[config.mk]
export PLATFORM = sky130hd
export DESIGN_NAME = scr_serial_config
export DESIGN_NICKNAME = d
export VERILOG_FILES = /design/src/scr_sync.v /design/src/scr_serial_config.v
export VERILOG_INCLUDE_DIRS = /design/src
export SDC_FILE = /design/constraint.sdc
export NUM_CORES = 1
export LEC_CHECK = 0
export ABC_CLOCK_PERIOD_IN_PS = 7300
export BUFFER_PORTS_ARGS = -buffer_cell sky130_fd_sc_hd__buf_4
export CAP_MARGIN = 30
export CORE_UTILIZATION = 53
export DETAILED_ROUTE_END_ITERATION = 12
export HOLD_SLACK_MARGIN = 0.06
export PLACE_DENSITY = 0.75
export SETUP_SLACK_MARGIN = 0.3
export SLEW_MARGIN = 0
export SYNTH_ARGS = -nofsm -noshare
export SYNTH_HDL_FRONTEND = slang
export SYNTH_SLANG_ARGS = --single-unit
[constraint.sdc]
create_clock -name sys_clk_i -period 7.3 [get_ports sys_clk_i]
set_input_delay 0.365 -clock sys_clk_i [delete_from_list [all_inputs] [get_ports sys_clk_i]]
set_output_delay 0.365 -clock sys_clk_i [all_outputs]
set_load 0.005 [all_outputs]
[src/scr_regs.vh]
`ifndef SCR_REGS_VH
`define SCR_REGS_VH
`define SCR_ADDR_CTRL 8'h00
`define SCR_ADDR_SWING 8'h01
`define SCR_ADDR_PERF1 8'h03
`define SCR_ADDR_GAIN 8'h25
`define SCR_ADDR_DRIVE 8'h26
`define SCR_ADDR_FORMAT 8'h3D
`define SCR_ADDR_PATHI 8'h3F
`define SCR_ADDR_PATLO 8'h40
`define SCR_ADDR_CLKOUT 8'h41
`define SCR_ADDR_LATENCY 8'h42
`define SCR_ADDR_PDN 8'h43
`define SCR_ADDR_PERF2 8'h4A
`define SCR_ADDR_PEDESTAL 8'hBF
`define SCR_ADDR_OFSCTRL 8'hCF
`define SCR_ADDR_LOWRATE 8'hDB
`define SCR_RST_VAL 8'h00
`define SCR_BIT_READBACK 0
`define SCR_BIT_SWRESET 1
`define SCR_BIT_GLOBAL_PDN 6
`define SCR_BIT_STANDBY 2
`define SCR_WORD_BITS 16
`define SCR_SYS_CLK_MHZ 25
`define SCR_RST_MAX_NS 1000
`define SCR_RST_MAX_CYC ((`SCR_RST_MAX_NS * `SCR_SYS_CLK_MHZ) / 1000)
`endif

[src/scr_sync.v]
`timescale 1ns/1ps
module scr_sync #(
   parameter W = 3
) (
   input wire sys_clk_i,
   input wire rst_i,
   input wire [W-1:0] async_i,
   output reg [W-1:0] sync_o
);
   reg [W-1:0] meta_r;
   always @(posedge sys_clk_i or posedge rst_i) begin
      if (rst_i) begin
         meta_r <= {W{1'b1}};
         sync_o <= {W{1'b1}};
      end else begin
         meta_r <= async_i;
         sync_o <= meta_r;
      end
   end
endmodule // scr_sync

[src/scr_serial_config.v]
// Behaviour
// - Data bit sampled on shift clock falling edge while enable is low.
// - Every sixteenth falling edge commits address then data; leftovers ignored.
// - After reset the shared pin shows over-range until readback enabled.
// - Readback enable is bit zero of address zero, beside software reset.
// - In readback mode only address zero accepts writes.
// - Writing readback enable zero restores writes and over-range on pin.
// - Address zero reads back as nothing in readback mode.
// - Readback shifts addressed register out, most significant bit first.
// - Reset pulse over 1 us may briefly select parallel configuration.
// - One write updates every field of a register at once, except address zero: only readback enable is kept.
`timescale 1ns/1ps
`include "scr_regs.vh"
module scr_serial_config #(
   parameter NREG = 15,
   parameter RST_MAX_CYC = `SCR_RST_MAX_CYC
) (
   input wire sys_clk_i,
   input wire rst_i,
   input wire shift_clk_i,
   input wire serial_enable_n_i,
   input wire shift_data_in_i,
   input wire overrange_i,
   output reg overrange_or_readback_pin_o,
   output reg parallel_cfg_mode_o,
   output reg [8*NREG-1:0] reg_bank_o,
   output wire global_power_down_o,
   output wire standby_ctrl_o
);
   localparam [7:0] CTRL_IDX = 8'h00;

   // Address table, one entry per bank slot; slot 14 and above give SCR_ADDR_LOWRATE
   function [7:0] addr_of;
      input integer i;
      begin
         case (i)
            0: addr_of = `SCR_ADDR_CTRL;
            1: addr_of = `SCR_ADDR_SWING;
            2: addr_of = `SCR_ADDR_PERF1;
            3: addr_of = `SCR_ADDR_GAIN;
            4: addr_of = `SCR_ADDR_DRIVE;
            5: addr_of = `SCR_ADDR_FORMAT;
            6: addr_of = `SCR_ADDR_PATHI;
            7: addr_of = `SCR_ADDR_PATLO;
            8: addr_of = `SCR_ADDR_CLKOUT;
            9: addr_of = `SCR_ADDR_LATENCY;
            10: addr_of = `SCR_ADDR_PDN;
            11: addr_of = `SCR_ADDR_PERF2;
            12: addr_of = `SCR_ADDR_PEDESTAL;
            13: addr_of = `SCR_ADDR_OFSCTRL;
            default: addr_of = `SCR_ADDR_LOWRATE;
         endcase
      end
   endfunction

   function [7:0] read_of;
      input [7:0] a;
      input [8*NREG-1:0] bank;
      integer k;
      begin
         read_of = 8'h00;
         for (k = 1; k < NREG; k = k + 1)
            if (addr_of(k) == a)
               read_of = bank[8*k +: 8];
      end
   endfunction

   // Write gate for one bank slot; address zero always stays open so
   // that readback mode can be left again
   function wr_ok;
      input integer slot;
      input rb;
      begin
         wr_ok = (slot == 0) || !rb;
      end
   endfunction

   // Shift clock, enable and data share one synchroniser so that their
   // relative timing survives the crossing
   wire [2:0] sync_w;
   scr_sync #(
      .W(3)
   ) u_sync (
      .sys_clk_i(sys_clk_i),
      .rst_i(rst_i),
      .async_i({shift_clk_i, serial_enable_n_i, shift_data_in_i}),
      .sync_o(sync_w)
   );
   wire sclk_s = sync_w[2];
   wire sen_n_s = sync_w[1];
   wire shift_data_in_s = sync_w[0];

   reg sclk_d_r;
   reg [3:0] bit_cnt_r;
   reg [14:0] shift_r;
   reg [7:0] rd_shift_r;
   reg sw_reset_r;
   wire ovr_n_sync_w;
   wire fall_w = sclk_d_r & ~sclk_s & ~sen_n_s;
   wire readback_w = reg_bank_o[`SCR_BIT_READBACK];
   wire [15:0] word_w = {shift_r, shift_data_in_s};
   integer j;

   // One address comparator per slot, shared by every commit
   wire [NREG-1:0] hit_w;
   genvar g;
   generate
      for (g = 0; g < NREG; g = g + 1) begin : g_hit
         assign hit_w[g] = (addr_of(g) == word_w[15:8]);
      end
   endgenerate

   // Readback shifter: load as the address completes, then one bit
   // per fall through the data half
   reg [7:0] rd_nxt;
   always @* begin
      rd_nxt = rd_shift_r;
      if (fall_w) begin
         if (bit_cnt_r == 4'h7) begin
            rd_nxt = read_of(word_w[7:0], reg_bank_o);
         end else if (bit_cnt_r[3]) begin
            rd_nxt = {rd_shift_r[6:0], 1'b0};
         end
      end
   end

   assign global_power_down_o = reg_bank_o[8*10 + `SCR_BIT_GLOBAL_PDN];
   assign standby_ctrl_o = reg_bank_o[8*9 + `SCR_BIT_STANDBY];

   // A software reset clears the bank one clock after its write; a
   // commit in that same clock still lands, since the later
   // assignment wins
   always @(posedge sys_clk_i or posedge rst_i) begin
      if (rst_i) begin
         sclk_d_r <= 1'b0;
         bit_cnt_r <= 4'h0;
         shift_r <= 15'h0000;
         rd_shift_r <= 8'h00;
         sw_reset_r <= 1'b0;
         reg_bank_o <= {NREG{`SCR_RST_VAL}};
      end else begin
         sclk_d_r <= sclk_s;
         sw_reset_r <= 1'b0;
         rd_shift_r <= rd_nxt;
         if (sw_reset_r) begin
            reg_bank_o <= {NREG{`SCR_RST_VAL}};
         end
         if (sen_n_s) begin
            bit_cnt_r <= 4'h0;
         end else if (fall_w) begin
            bit_cnt_r <= bit_cnt_r + 4'h1;
            shift_r <= word_w[14:0];
            if (bit_cnt_r == 4'hF) begin
               // Whole byte lands in one go, except at address zero, where only the readback bit is kept
               for (j = 0; j < NREG; j = j + 1) begin
                  if (hit_w[j]) begin
                     if (j == CTRL_IDX) begin
                        reg_bank_o[7:0] <= {7'h00,
                           word_w[`SCR_BIT_READBACK]};
                        sw_reset_r <= word_w[`SCR_BIT_SWRESET];
                     end else if (wr_ok(j, readback_w)) begin
                        reg_bank_o[8*j +: 8] <= word_w[7:0];
                     end
                  end
               end
            end
         end
      end
   end

   // Over-range goes in inverted: the synchroniser resets to ones, so
   // the pin starts low instead of flagging a false over-range
   scr_sync #(
      .W(1)
   ) u_sync_ovr (
      .sys_clk_i(sys_clk_i),
      .rst_i(rst_i),
      .async_i(~overrange_i),
      .sync_o(ovr_n_sync_w)
   );

   // Outside the data half the pin rests low in readback mode, so an
   // early sample reads a clean zero rather than over-range
   reg pin_nxt;
   always @* begin
      pin_nxt = ~ovr_n_sync_w;
      if (readback_w) begin
         pin_nxt = 1'b0;
         if (!sen_n_s && bit_cnt_r[3]) begin
            pin_nxt = rd_shift_r[7];
         end
      end
   end

   // Readback bit leaves on the rising edge, stable at the falling edge
   always @(posedge sys_clk_i or posedge rst_i) begin
      if (rst_i) begin
         overrange_or_readback_pin_o <= 1'b0;
      end else begin
         overrange_or_readback_pin_o <= pin_nxt;
      end
   end

   // Reset pin history for pulse-width measurement; it stays out of the
   // async reset since it must keep counting while the pin is high.
   // Only the flag is modelled: it stands while an over-long pulse lasts.
   reg [RST_MAX_CYC-1:0] rst_hist_r;
   always @(posedge sys_clk_i) begin
      rst_hist_r <= {rst_hist_r[RST_MAX_CYC-2:0], rst_i};
      parallel_cfg_mode_o <= rst_i & (&rst_hist_r);
   end
endmodule // scr_serial_config

Word level (Yosys, flattened, before mapping)
Cells that the tools add are included.
{"block": "word_totals", "ff_bits": 184, "latch_bits": 0, "ram_bits": 0, "rom_bits": 0, "in_bits": 6, "output_inout_bits": 124, "elab_cells": 144, "memories": 0}
{"block": "classes", "addsub": 1, "multipliers": 0, "div_mod_pow": 0, "order_cmp": 0, "n_eq_ne": 30, "shifts": 0, "muxes": 85, "bitwise_logic": 7, "n_reduce_logical": 8}
{"op": "8-bit two-way mux", "n": 73}
{"op": "120-bit two-way mux", "n": 4}
{"op": "8-bit equality test", "n": 14}
{"op": "7-bit by 8-bit equality test with 1-bit output, first input constant", "n": 5}
{"op": "6-bit by 8-bit equality test with 1-bit output, first input constant", "n": 4}
{"op": "25-bit AND reduction", "n": 1}
{"op": "8-bit equality test, first input constant", "n": 3}
{"op": "1-bit by 8-bit equality test with 1-bit output, first input constant", "n": 1}
{"op": "2-bit by 8-bit equality test with 1-bit output, first input constant", "n": 1}
{"op": "8-bit zero test", "n": 1}
{"op": "4-bit two-way mux", "n": 2}
{"op": "1-bit two-way mux", "n": 6}
{"op": "4-bit by 1-bit adder with 4-bit output, second input constant", "n": 1}
{"op": "4-bit by 3-bit equality test with 1-bit output, second input constant", "n": 1}
{"op": "4-bit equality test, second input constant", "n": 1}
{"op": "1-bit NOT", "n": 4}
{"op": "2-bit AND reduction", "n": 2}
{"op": "2-bit nonzero test", "n": 2}
{"op": "1-bit bitwise AND", "n": 3}
{"op": "1-bit logical AND", "n": 1}
{"op": "1-bit zero test", "n": 1}

Longest topological paths before layout
Gate-level depths: netlist of run 1.
{"block": "depth", "ltp_word": 20, "ltp_mapped": 10}

By module
A second synthesis of run 1 with hierarchy kept.
{"block": "hier_totals", "cells_unflattened": 870, "hier_area_um2": 8785.9}
{"module": "scr_serial_config", "instances": 1, "cells_per_inst": 860, "area_each_um2": 8568.2, "seq_area_each_um2": 4274.1}
{"module": "scr_sync at u_sync", "instances": 1, "cells_per_inst": 7, "area_each_um2": 161.4, "seq_area_each_um2": 157.7}
{"module": "scr_sync at u_sync_ovr", "instances": 1, "cells_per_inst": 3, "area_each_um2": 56.3, "seq_area_each_um2": 52.6}

Least setup slack after synthesis of run 1
OpenSTA, ideal clock, no wires.
{"block": "synth_path", "path_type": "register to register", "startpoint": "reg u_sync.sync_o[0]", "endpoint": "reg rd_shift_r[0]", "arrival_ns": 2.010, "path_slack_ns": 5.168, "path_stages_with_launch": 8, "path_cell_list": "dfstp_2 clkbuf_1 mux2_2 a22oi_1 nor2_1 a2111oi_0 o21ai_0 a32o_1"}
{"block": "synth_between", "elab_chain_len": 16}
{"element": "start: declaration", "line_no": "scr_sync.v:8", "rtl": "output reg [W-1:0] sync_o"}
{"element": "start signal: assignment", "line_no": "scr_sync.v:14", "rtl": "sync_o <= {W{1'b1}};"}
{"element": "start signal: assignment", "line_no": "scr_sync.v:17", "rtl": "sync_o <= meta_r;"}
{"element": "8-bit equality test", "line_no": "scr_serial_config.v:63", "rtl": "if (addr_of(k) == a)"}
{"element": "8-bit two-way mux (13 in series)", "line_no": "scr_serial_config.v:63"}
{"element": "8-bit two-way mux (*)", "line_no": "scr_serial_config.v:63"}
{"element": "8-bit two-way mux (*)", "line_no": "scr_serial_config.v:119", "rtl": "if (bit_cnt_r == 4'h7) begin"}
{"element": "end signal: assignment", "line_no": "scr_serial_config.v:144", "rtl": "rd_shift_r <= rd_nxt;"}
{"element": "end: declaration", "line_no": "scr_serial_config.v:96", "rtl": "reg [7:0] rd_shift_r;"}
Mark *: on every way between the ends. The rest lies on a longest branch, timed or not.
A chain may end at the register's enable or synchronous reset.

Worst setup path after layout of run 1
{"block": "layout_path", "startpoint": "reg u_sync.sync_o[1]", "endpoint": "reg reg_bank_o[93]"}
{"block": "layout_between", "elab_chain_len": 4}
{"element": "1-bit NOT (no source line)"}
{"element": "1-bit bitwise AND", "line_no": "scr_serial_config.v:99", "rtl": "wire fall_w = sclk_d_r & ~sclk_s & ~sen_n_s;"}
{"element": "120-bit two-way mux", "line_no": "scr_serial_config.v:150", "rtl": "end else if (fall_w) begin"}
{"element": "120-bit two-way mux (*)", "line_no": "scr_serial_config.v:148", "rtl": "if (sen_n_s) begin"}
{"element": "end signal: assignment", "line_no": "scr_serial_config.v:140", "rtl": "reg_bank_o <= {NREG{`SCR_RST_VAL}};"}
{"element": "end signal: assignment", "line_no": "scr_serial_config.v:146", "rtl": "reg_bank_o <= {NREG{`SCR_RST_VAL}};"}
{"element": "end signal: indexed assignment", "line_no": "scr_serial_config.v:162", "rtl": "reg_bank_o[8*j +: 8] <= word_w[7:0];"}
{"element": "end: declaration", "line_no": "scr_serial_config.v:26", "rtl": "output reg [8*NREG-1:0] reg_bank_o,"}
Marked as above.

==> out/qor.txt, run 1 <==
layout cell share with drive strength beyond 1: 0.199
H-Tree Depth: 4
clock root buffer: clkbuf_16
fraction of registers with async set/reset: 0.859
buffer levels on the longest clock path: 2
WL per Instance: 22.2 microns
R2R setup slack: 4.42 ns
outcome: finished, final reports clean
post-synthesis instance area: 8500 sq um
post-synth top area cell: dfrtp_1
DR vias: 7328
first drt pass iteration count: 6
Avg Cell Area, Syn: 9.71 sq um
Post-Route Setup TNS: 0 ns
clk sinks: 184
I/O Pins: 130
top cells by area, synth: dfrtp_1 44%, o21ai_0 8.2%, dfxtp_1 6.1%, nand3b_1 5.7%, nand2_1 4.5%
Slew Limit Fails: 0
total track usage: 0.332
Clock transition at path regs: 0.07 ns
initial DRC count: 838
number of routed nets with antenna violations: 0
critical-path maximum fanout: 27
initial core utilization: 0.551
sequential-to-total area share from yosys stat: 0.528
Num CTS Buffers: 17
Tot Pwr: 2.26 mW
Max-Cap Viols: 0
Layout Skew: 0.0108 ns
largest net degree at the start of global routing: 88
HPWL Detailed: 17500 microns
Post-synth top flop: dfrtp_1
WL final: 26300 microns
Crit-path slowest cell: or3b_1
worst path cell trace: or3b_1, nor3_4, nand2_2, nor3_2, nand2_1, o21ai_0
Die Span Y: 129 microns
post-cts resize count: 0
Slew @ Worst Pin: 0.955 ns
hold crit path type: reg -> reg
PnR worst setup slack: 4.42 ns
DRC viols: 0
fin nets: 970
DIE AREA: 16500 sq um
Leakage: 4.49 nW
antenna cell count: 0
synth unique cells: 73
Data arrival, critical path: 3.24 ns
pwr/cell area: 224 nW/um^2
most numerous cell in the Yosys netlist: dfrtp_1
area delta synth->final: 18.7%
period utilization: 0.394
CTS tree: yes
Final min period: 2.88 ns
CP top delay family: simple AND/OR/NAND/NOR gates
Peak VDD IR: 172 uV
critical path required time: 7.66 ns
Setup WS pre-CTS: 4.47 ns
clock latency on the worst-skew pair: 0.45 ns
Critical Path Sink Type: register
top-area cell type share of the netlist area: 0.442
WS Path Type: reg -> reg
crit path buf inv count: 0
Commonest cells post-synth: 150 x dfrtp_1, 139 x o21ai_0, 101 x nand2_1
EDFF count, synth: 0
RSZ-0062 raised after global routing: false
Max Freq: 347 MHz
Row Count: 45
Critical Path Start Type: register
Placed Cells incl. Taps: 1150
port bufs: 129
Hold WS: 0.350 ns
Mapped Cells: 875
# fillers: 1295
Post-Syn Nets: 882
final setup vio count: 0
final std cells w/o fill: 1187
final hold violations: 0
GR Overflow Total: 0
global-route wire length before repair: 40300 microns
YS warnings: 0
slowest stage delay, CP: 0.76 ns
core footprint: 15400 sq um
Placer Congestion: 0.987
Max-slew headroom: 0.360
vias in the first global route: 7033
synthesized flop and latch total: 184
width of the die: 129 microns
setup bufs post-CTS: 0
Via density: 6.17
initial antenna violation count: 1
==> final cells by class <==
class	instances	area [sq um]	area share
clock buffer	19	454	0.0450
clock inverter	13	144	0.0143
inverter	14	57.6	0.00570
multi-input combinational	603	3600	0.357
sequential	184	4490	0.445
tap	211	264	0.0262
timing repair buffer	143	1090	0.108
==> logic make-up (layout without fill, tap and decap cells) <==
family | Yosys count | in the layout | share of synthesized area
AOI/OAI and AO/OA | 233 | 233 | 0.163
adders and majority gates | 1 | 1 | 0.00147
muxes | 13 | 13 | 0.0156
and+or+nand+nor | 353 | 353 | 0.241
buffers and inverters | 88 | 189 | 0.0487
DFF | 184 | 184 | 0.528
xor gates and xnor gates | 3 | 3 | 0.00309
==> metal layers <==
metal | wire (microns) | track usage
met1 | 10900 | 0.470
met2 | 11700 | 0.480
met3 | 2780 | 0.0940
met4 | 887 | 0.138
met5 | 0 | 0
==> repair_timing <==
action,CTS,global route
endpoints found under the hold margin,5,0
endpoints found under the setup margin,0,0
hold buffers,5,0
==> sequential cells by signal (all words and copies together) (netlist names), 3 cells and up <==
register,cells
bit_cnt_r,4
rd_shift_r,8
reg_bank_o,120
rst_hist_r,25
shift_r,15
u_sync.meta_r,3
u_sync.sync_o,3
==> worst paths after layout <==
path | startpoint | end | cells past startpoint
worst min register to register | rst_hist_r[16]$_DFF_P_ | rst_hist_r[17]$_DFF_P_ | 0
min in group asynchronous | rst_i | reg_bank_o[28]$_DFF_PP0_ | 3
worst max-delay path | u_sync.sync_o[1]$_DFF_PP1_ | reg_bank_o[93]$_DFF_PP0_ | 6
worst min-delay path | rst_hist_r[16]$_DFF_P_ | rst_hist_r[17]$_DFF_P_ | 0
worst max register to register | u_sync.sync_o[1]$_DFF_PP1_ | reg_bank_o[93]$_DFF_PP0_ | 6
max in group asynchronous | rst_i | sw_reset_r$_DFF_PP0_ | 4
==> metrics by stage <==
step	cell area, sq um	utilization
2_1_floorplan	8500	-
4_1_cts	10100	0.654
5_1_grt	10100	0.654
3_5_place_dp	9440	0.612
3_3_place_gp	9440	0.612
6_report	10100	0.654
==> placed cells by master, fill, tap and decap left out, drive strengths merged, types with 14 or more instances in the layout <==
master  count
nand4      14
clkbuf     19
nand3      18
buf       138
a21oi      18
dfxtp      26
nor2       27
o21ai     144
nand2     102
nand3b     64
nand2b     51
dfrtp     150
inv        25
and3       14
==> worst reg2reg max path, cell delays in order (launching register included) <==
cell and delay (ns):
dfstp_2 0.41, or3b_1 0.77, nor3_4 0.40, nand2_2 0.13
nor3_2 0.75, nand2_1 0.21, o21ai_0 0.12
==> power by group <==
group	leakage, nW	internal, mW	total (mW)	switching, mW
combinational	1.81	0.0592	0.244	0.184
clock	0.297	0.482	0.934	0.453
sequential	2.39	1.04	1.08	0.0451
Power figures use the tool's default switching activity.
==> inputs of run 2 (changes only) <==
Settings changed: ABC_CLOCK_PERIOD_IN_PS 7300 to 2700.
Clock period 7.3 ns to 2.7 ns, I/O delays scaled along.
==> run 2 against run 1 <==
- core utilization is 2.6 points higher
- setup slack lost 4.1 ns
- worst hold slack worse by 0.0044 ns
- register-to-register slack worse by 4.1 ns
- non-clock buffer count grew 40
- clock skew hardly changed
- combinational power grew to 3.3 times the previous value
- first-iteration DRC count down 5.4%
- critical path type unchanged
- highest routed layer unchanged
==> out/qor.txt, run 2 (synthesized netlist as in run 1, its figures left out) <==
Clock transition at path regs: 0.08 ns (about the same)
hold crit path type: in -> reg
core footprint: 15400 sq um (unchanged)
Peak VDD IR: 526 uV (+210%)
port bufs: 129 (unchanged)
Post-Route Setup TNS: 0 ns (unchanged)
pwr/cell area: 597 nW/um^2 (+170%)
Row Count: 45 (unchanged)
HPWL Detailed: 19400 microns (+11%)
Reg2Reg Depth: 6 (unchanged)
fin nets: 1010 (+4.1%)
Final min period: 2.35 ns (-0.530 ns)
total track usage: 0.335 (+0.00340)
worst flop-to-flop path endpoint: rd_shift_r[2]$_DFFE_PP0P_
width of the die: 129 microns (unchanged)
commonest non-fill, non-tap cell in the layout: buf_4
Biggest register: reg_bank_o
critical path required time: 3.01 ns (-4.65 ns)
RSZ-0062 raised after global routing: false
Max-slew headroom: 0.488 (+0.128)
Placer Congestion: 1.03 (+3.9%)
Die Span Y: 129 microns (unchanged)
number of routed nets with antenna violations: 0 (unchanged)
layout cell share with drive strength beyond 1: 0.240 (+0.0414)
DRC viols: 0 (unchanged)
clock latency on the worst-skew pair: 0.43 ns (-0.02 ns)
clock root buffer: clkbuf_16
commonest non-fill, non-tap cells in the layout: 174 x buf_4, 146 x dfrtp_1, 139 x o21ai_0
WS Path Type: reg -> reg
buffer levels on the longest clock path: 2 (unchanged)
Critical Path Sink: rd_shift_r[2]$_DFFE_PP0P_
WL final: 26900 microns (+2.2%)
final hold violations: 0 (unchanged)
DR vias: 7448 (+1.6%)
Slew @ Worst Pin: 0.763 ns (-0.192 ns)
Layout Skew: 0.0110 ns (+0.000138 ns)
initial antenna violation count: 0 (-1)
CTS tree: yes
PnR worst setup slack: 0.352 ns (-4.07 ns)
Leakage: 4.71 nW (+4.7%)
I/O Pins: 130 (unchanged)
Via density: 6.07 (-1.7%)
GR Overflow Total: 0 (unchanged)
CP startpoint: shift_r[3]$_DFFE_PP0P_
initial DRC count: 793 (-5.4%)
DIE AREA: 16500 sq um (unchanged)
WL per Instance: 21.9 microns (-1.1%)
Critical Path Sink Type: register
final setup vio count: 0 (unchanged)
vias in the first global route: 6986 (-0.67%)
area delta synth->final: 23.4%
period utilization: 0.870 (+0.475)
clk sinks: 184 (unchanged)
Num CTS Buffers: 17 (unchanged)
H-Tree Depth: 4 (unchanged)
Max Freq: 426 MHz (+23%)
R2R setup slack: 0.35 ns (-4.07 ns)
Data arrival, critical path: 2.65 ns (-0.59 ns)
first drt pass iteration count: 5 (-1)
Regs by FF count: reg_bank_o: 120 flops, rst_hist_r: 25 flops, shift_r: 15 flops
antenna cell count: 0 (unchanged)
worst reg2reg path startpoint: shift_r[3]$_DFFE_PP0P_
global-route wire length before repair: 41000 microns (+1.6%)
Critical Path Start Type: register
initial core utilization: 0.551 (unchanged)
Slew Limit Fails: 0 (unchanged)
outcome: finished, final reports clean
Tot Pwr: 6.26 mW (+180%)
max reg flops: 120 (unchanged)
Max-Cap Viols: 0 (unchanged)
Setup WS pre-CTS: 0.202 ns (-4.26 ns)
utilization after layout: 0.680 (+0.0258)
critical-path maximum fanout: 12 (-56%)
largest net degree at the start of global routing: 69 (-22%)
[run 2: cell type report]
type / count / area (sq um)
fill: 1255 / 4940
sequential: 184 / 4490
multi-input combinational: 603 / 3620
timing repair buffer: 183 / 1440
clock buffer: 17 / 425
tap: 211 / 264
clock inverter: 15 / 193
inverter: 14 / 56.3
[run 2: how the worst min path moves through the flow]
stage / start / endpoint / slack [ns] / depth (start not counted)
after detailed placement: shift_clk_i / u_sync.meta_r[2]$_DFF_PP1_ / 0.25 / 1
after CTS: overrange_i / u_sync_ovr.meta_r$_DFF_PP1_ / 0.34 / 3
after floorplan: shift_data_in_i / u_sync.meta_r[0]$_DFF_PP1_ / 0.14 / 0
after global placement: shift_clk_i / u_sync.meta_r[2]$_DFF_PP1_ / 0.24 / 1
after global routing: shift_clk_i / u_sync.meta_r[2]$_DFF_PP1_ / 0.35 / 2
final: overrange_i / u_sync_ovr.meta_r$_DFF_PP1_ / 0.35 / 3
[run 2: through the flow]
step                      instances  instance area, sq um  hold slack [ns]
after floorplan                 875                  8500            0.139
after global placement         1188                  9780            0.244
after detailed placement       1188                  9780            0.245
after CTS                      1226                 10500            0.335
after global routing           1227                 10500            0.346
final                          1227                 10500            0.346
[run 2: report_power, final]
part,switching (mW),internal (mW)
Combinational,0.540,0.254
Clock,1.26,1.28
Sequential,0.116,2.81
[run 2: layer usage]
layer	share of wire	vias up	GRT usage	wire length, microns
met5	0	-	0	0
met4	0.018	0	0.0962	475
met3	0.080	36	0.0744	2160
met2	0.46	350	0.514	12500
met1	0.44	3689	0.480	11800
li1	-	3373	-	-
[run 2: repair_timing]
| action | CTS | global route |
|---|---|---|
| setup endpoints to repair | 1 | 9 |
| resized for setup | 3 | 6 |
| hold buffers | 5 | 0 |
| pin swaps | 1 | 1 |
| hold endpoints to repair | 28 | 0 |
| setup buffers | 1 | 1 |
[run 2: critical path, cell delays in order (launching register included)]
cell and delay, ns:
dfrtp_2 0.52, or4_4 0.63, or4_1 0.48, o221ai_1 0.11
a211oi_1 0.10, a211oi_1 0.26, o21ai_0 0.13
==> inputs of run 3 (changes only) <==
Settings changed: SYNTH_HIERARCHICAL set to 1.
==> run 3 against run 2 <==
- synthesized area rose by 3.4%
- setup slack improved by 0.049 ns
- sequential cell count did not move
- count of clock-buffer cells in the layout rose by 2
- global-route usage fell by 1.6 points
- routed wire length fell by 3.1%
- sequential share of layout area fell by 1.4 points
- final area rose by 3.4%
- largest power group unchanged
- highest routed layer unchanged
==> out/qor.txt, run 3 <==
core footprint: 16100 sq um (+4.1%)
Sw Share: 0.287 (-0.0195)
WL per Instance: 21.2 microns (-3.5%)
WL final: 26100 microns (-3.1%)
layout cell share with drive strength beyond 1: 0.288 (+0.0482)
most numerous cell in the Yosys netlist: dfrtp_1
antenna cell count: 0 (unchanged)
CTS tree: yes
DRC viols: 0 (unchanged)
Clock transition at path regs: 0.07 ns (about the same)
synth unique cells: 73 (unchanged)
Commonest cells post-synth: 150 x dfrtp_1, 116 x nand2_1, 70 x nand2b_1
commonest non-fill, non-tap cells in the layout: 168 x buf_4, 146 x dfrtp_1, 114 x nand2_1
EDFF count, synth: 0 (unchanged)
clk sinks: 184 (unchanged)
Reg power frac: 0.484 (+0.017)
max reg flops: 120 (unchanged)
Final min period: 2.30 ns (-0.0491 ns)
top cells by area, synth: dfrtp_1 43%, mux2_2 6.7%, dfxtp_1 5.9%, nand2b_1 5.0%, nand2_1 5.0%
CP startpoint: bit_cnt_r[0]$_DFFE_PP0P_
DR vias: 7434 (-0.19%)
critical-path maximum fanout: 5 (-7)
I/O Pins: 130 (unchanged)
sequential-to-total area share from yosys stat: 0.510 (-0.0173)
outcome: finished, final reports clean
Layout Skew: 0.0106 ns (-0.000426 ns)
WS Path Type: reg -> reg
met3 usage: 0.0607 (-0.0138)
post-synthesis instance area: 8790 sq um (+3.4%)
H-Tree Depth: 4 (unchanged)
pwr/cell area: 563 nW/um^2 (-5.7%)
worst reg2reg path startpoint: bit_cnt_r[0]$_DFFE_PP0P_
met1 GRT Util: 0.460 (-0.0194)
DIE AREA: 17100 sq um (+3.3%)
utilization after layout: 0.676 (-0.00426)
Row Count: 46 (+2.2%)
fraction of registers with async set/reset: 0.859 (unchanged)
period utilization: 0.851 (-0.0182)
Int Power: 4.36 mW (+0.29%)
Peak VDD IR: 480 uV (-8.7%)
Post-Route Setup TNS: 0 ns (unchanged)
Max Freq: 435 MHz (+2.1%)
synthesized flop and latch total: 184 (unchanged)
Switch Pwr: 1.75 mW (-8.7%)
GR met2 Demand/Resource: 0.476 (-0.0383)
Via density: 6.03 (-0.59%)
Post-synth top flop: dfrtp_1
Max-Cap Viols: 0 (unchanged)
Leakage: 4.98 nW (+5.8%)
combinational fraction of design power: 0.111 (-0.016)
worst flop-to-flop path endpoint: reg_bank_o[116]$_DFF_PP0_
total track usage: 0.319 (-0.0164)
Max-slew headroom: 0.544 (+0.0566)
Setup WS pre-CTS: 0.355 ns (+0.153 ns)
number of routed nets with antenna violations: 0 (unchanged)
width of the die: 131 microns (+1.7%)
Regs by FF count: reg_bank_o: 120 flops, rst_hist_r: 25 flops, shift_r: 15 flops
GR Overflow Total: 0 (unchanged)
fin nets: 1010 (unchanged)
Post-Syn Nets: 877 (-0.57%)
Hold WS: 0.338 ns (-0.00743 ns)
commonest non-fill, non-tap cell in the layout: buf_4
Die Span Y: 131 microns (+1.7%)
Reg2Reg Depth: 7 (+1)
Slew Limit Fails: 0 (unchanged)
initial core utilization: 0.547 (-0.00371)
Critical Path Sink Type: register
Num CTS Buffers: 17 (unchanged)
Tot Pwr: 6.11 mW (-2.5%)
buffer levels on the longest clock path: 2 (unchanged)
Design Area, Final: 10800 sq um (+3.4%)
post-synth top area cell: dfrtp_1
clock power share: 0.404 (-0.002)
critical path required time: 3.06 ns (+0.05 ns)
R2R setup slack: 0.40 ns (+0.05 ns)
YS warnings: 6 (+6)
final hold violations: 0 (unchanged)
Data arrival, critical path: 2.66 ns (about the same)
PnR worst setup slack: 0.401 ns (+0.0491 ns)
top-area cell type share of the netlist area: 0.427 (-0.0145)
RSZ-0062 raised after global routing: false
area delta synth->final: 23.5% (about the same)
largest net degree at the start of global routing: 98 (+42%)
GRT Max-Usage Layer: met2
Placed Cells incl. Taps: 1194 (+0.51%)
initial DRC count: 863 (+8.8%)
port bufs: 129 (unchanged)
Slew @ Worst Pin: 0.683 ns (-0.0798 ns)
first drt pass iteration count: 5 (unchanged)
# fillers: 1262 (+0.56%)
Mapped Cells: 870 (-0.57%)
Biggest register: reg_bank_o
final setup vio count: 0 (unchanged)
global-route wire length before repair: 40300 microns (-1.5%)
Placer Congestion: 0.938 (-8.5%)
initial antenna violation count: 0 (unchanged)
Placed Area: 10200 sq um (+4.0%)
Avg Cell Area, Syn: 10.1 sq um (+4.0%)
vias in the first global route: 7129 (+2.0%)
Critical Path Start Type: register
hold crit path type: in -> async
clock root buffer: clkbuf_16
clock latency on the worst-skew pair: 0.44 ns (about the same)
HPWL Detailed: 18200 microns (-6.3%)
final std cells w/o fill: 1232 (+0.41%)
## run 3: routing by layer
| layer | vias to the layer above | part of all wire |
|---|---|---|
| li1 | 3309 | - |
| met4 | 0 | 0.031 |
| met1 | 3656 | 0.44 |
| met3 | 74 | 0.077 |
| met5 | - | 0 |
| met2 | 395 | 0.45 |
## run 3: timing repair
| action | CTS | global route |
|---|---|---|
| setup endpoints to repair | 0 | 51 |
| hold buffers | 5 | 0 |
| endpoints found under the hold margin | 163 | 0 |
| setup buffers | 0 | 1 |
| resized for setup | 0 | 10 |
## run 3: area by class of cell
cell class                      instances  area (sq um)  share of cell area
Multi-Input combinational cell        606          4000               0.369
Clock inverter                         13           126              0.0116
Clock buffer                           19           464              0.0428
Timing Repair Buffer                  179          1430               0.132
Sequential cell                       184          4490               0.414
Tap cell                              216           270              0.0249
Inverter                               15          63.8             0.00588
## run 3: worst max-delay path by stage
stage / endpoint / slack [ns] / cells past startpoint
floorplan: reg_bank_o[119]$_DFF_PP0_ / 0.52 / 7
global placement: reg_bank_o[30]$_DFF_PP0_ / 0.37 / 6
detailed placement: reg_bank_o[24]$_DFF_PP0_ / 0.36 / 6
CTS: reg_bank_o[47]$_DFF_PP0_ / 0.32 / 6
global route: reg_bank_o[115]$_DFF_PP0_ / 0.30 / 7
finish: reg_bank_o[116]$_DFF_PP0_ / 0.40 / 7
## run 3: power groups by stage
stage	Clock, mW	Sequential, mW	Combinational [mW]
floorplan	0	2.90	0.431
detailed placement	0	3.00	0.639
global placement	0	2.99	0.636
finish	2.47	2.96	0.681
CTS	2.51	2.94	0.650
global route	2.62	2.96	0.718
## run 3: worst max-delay path, cell delays in order, from the launching register on
cell	delay, ns
dfrtp_1	0.39
ha_1	0.22
and2_1	0.28
nand4_4	0.16
or2_4	0.28
nor4_4	0.45
buf_4	0.26
mux2i_1	0.18
## run 3: cells by family (layout without fill, tap and decap cells)
| group | Yosys count | count (layout) | share of synthesized area |
|---|---|---|---|
| and+or+nand+nor | 369 | 369 | 0.236 |
| DFF | 184 | 184 | 0.510 |
| AOI/OAI and AO/OA | 153 | 153 | 0.113 |
| muxes | 80 | 80 | 0.0991 |
| buffers and inverters | 80 | 226 | 0.0367 |
| xor gates and xnor gates | 3 | 3 | 0.00299 |
| adders and majority gates | 1 | 1 | 0.00142 |
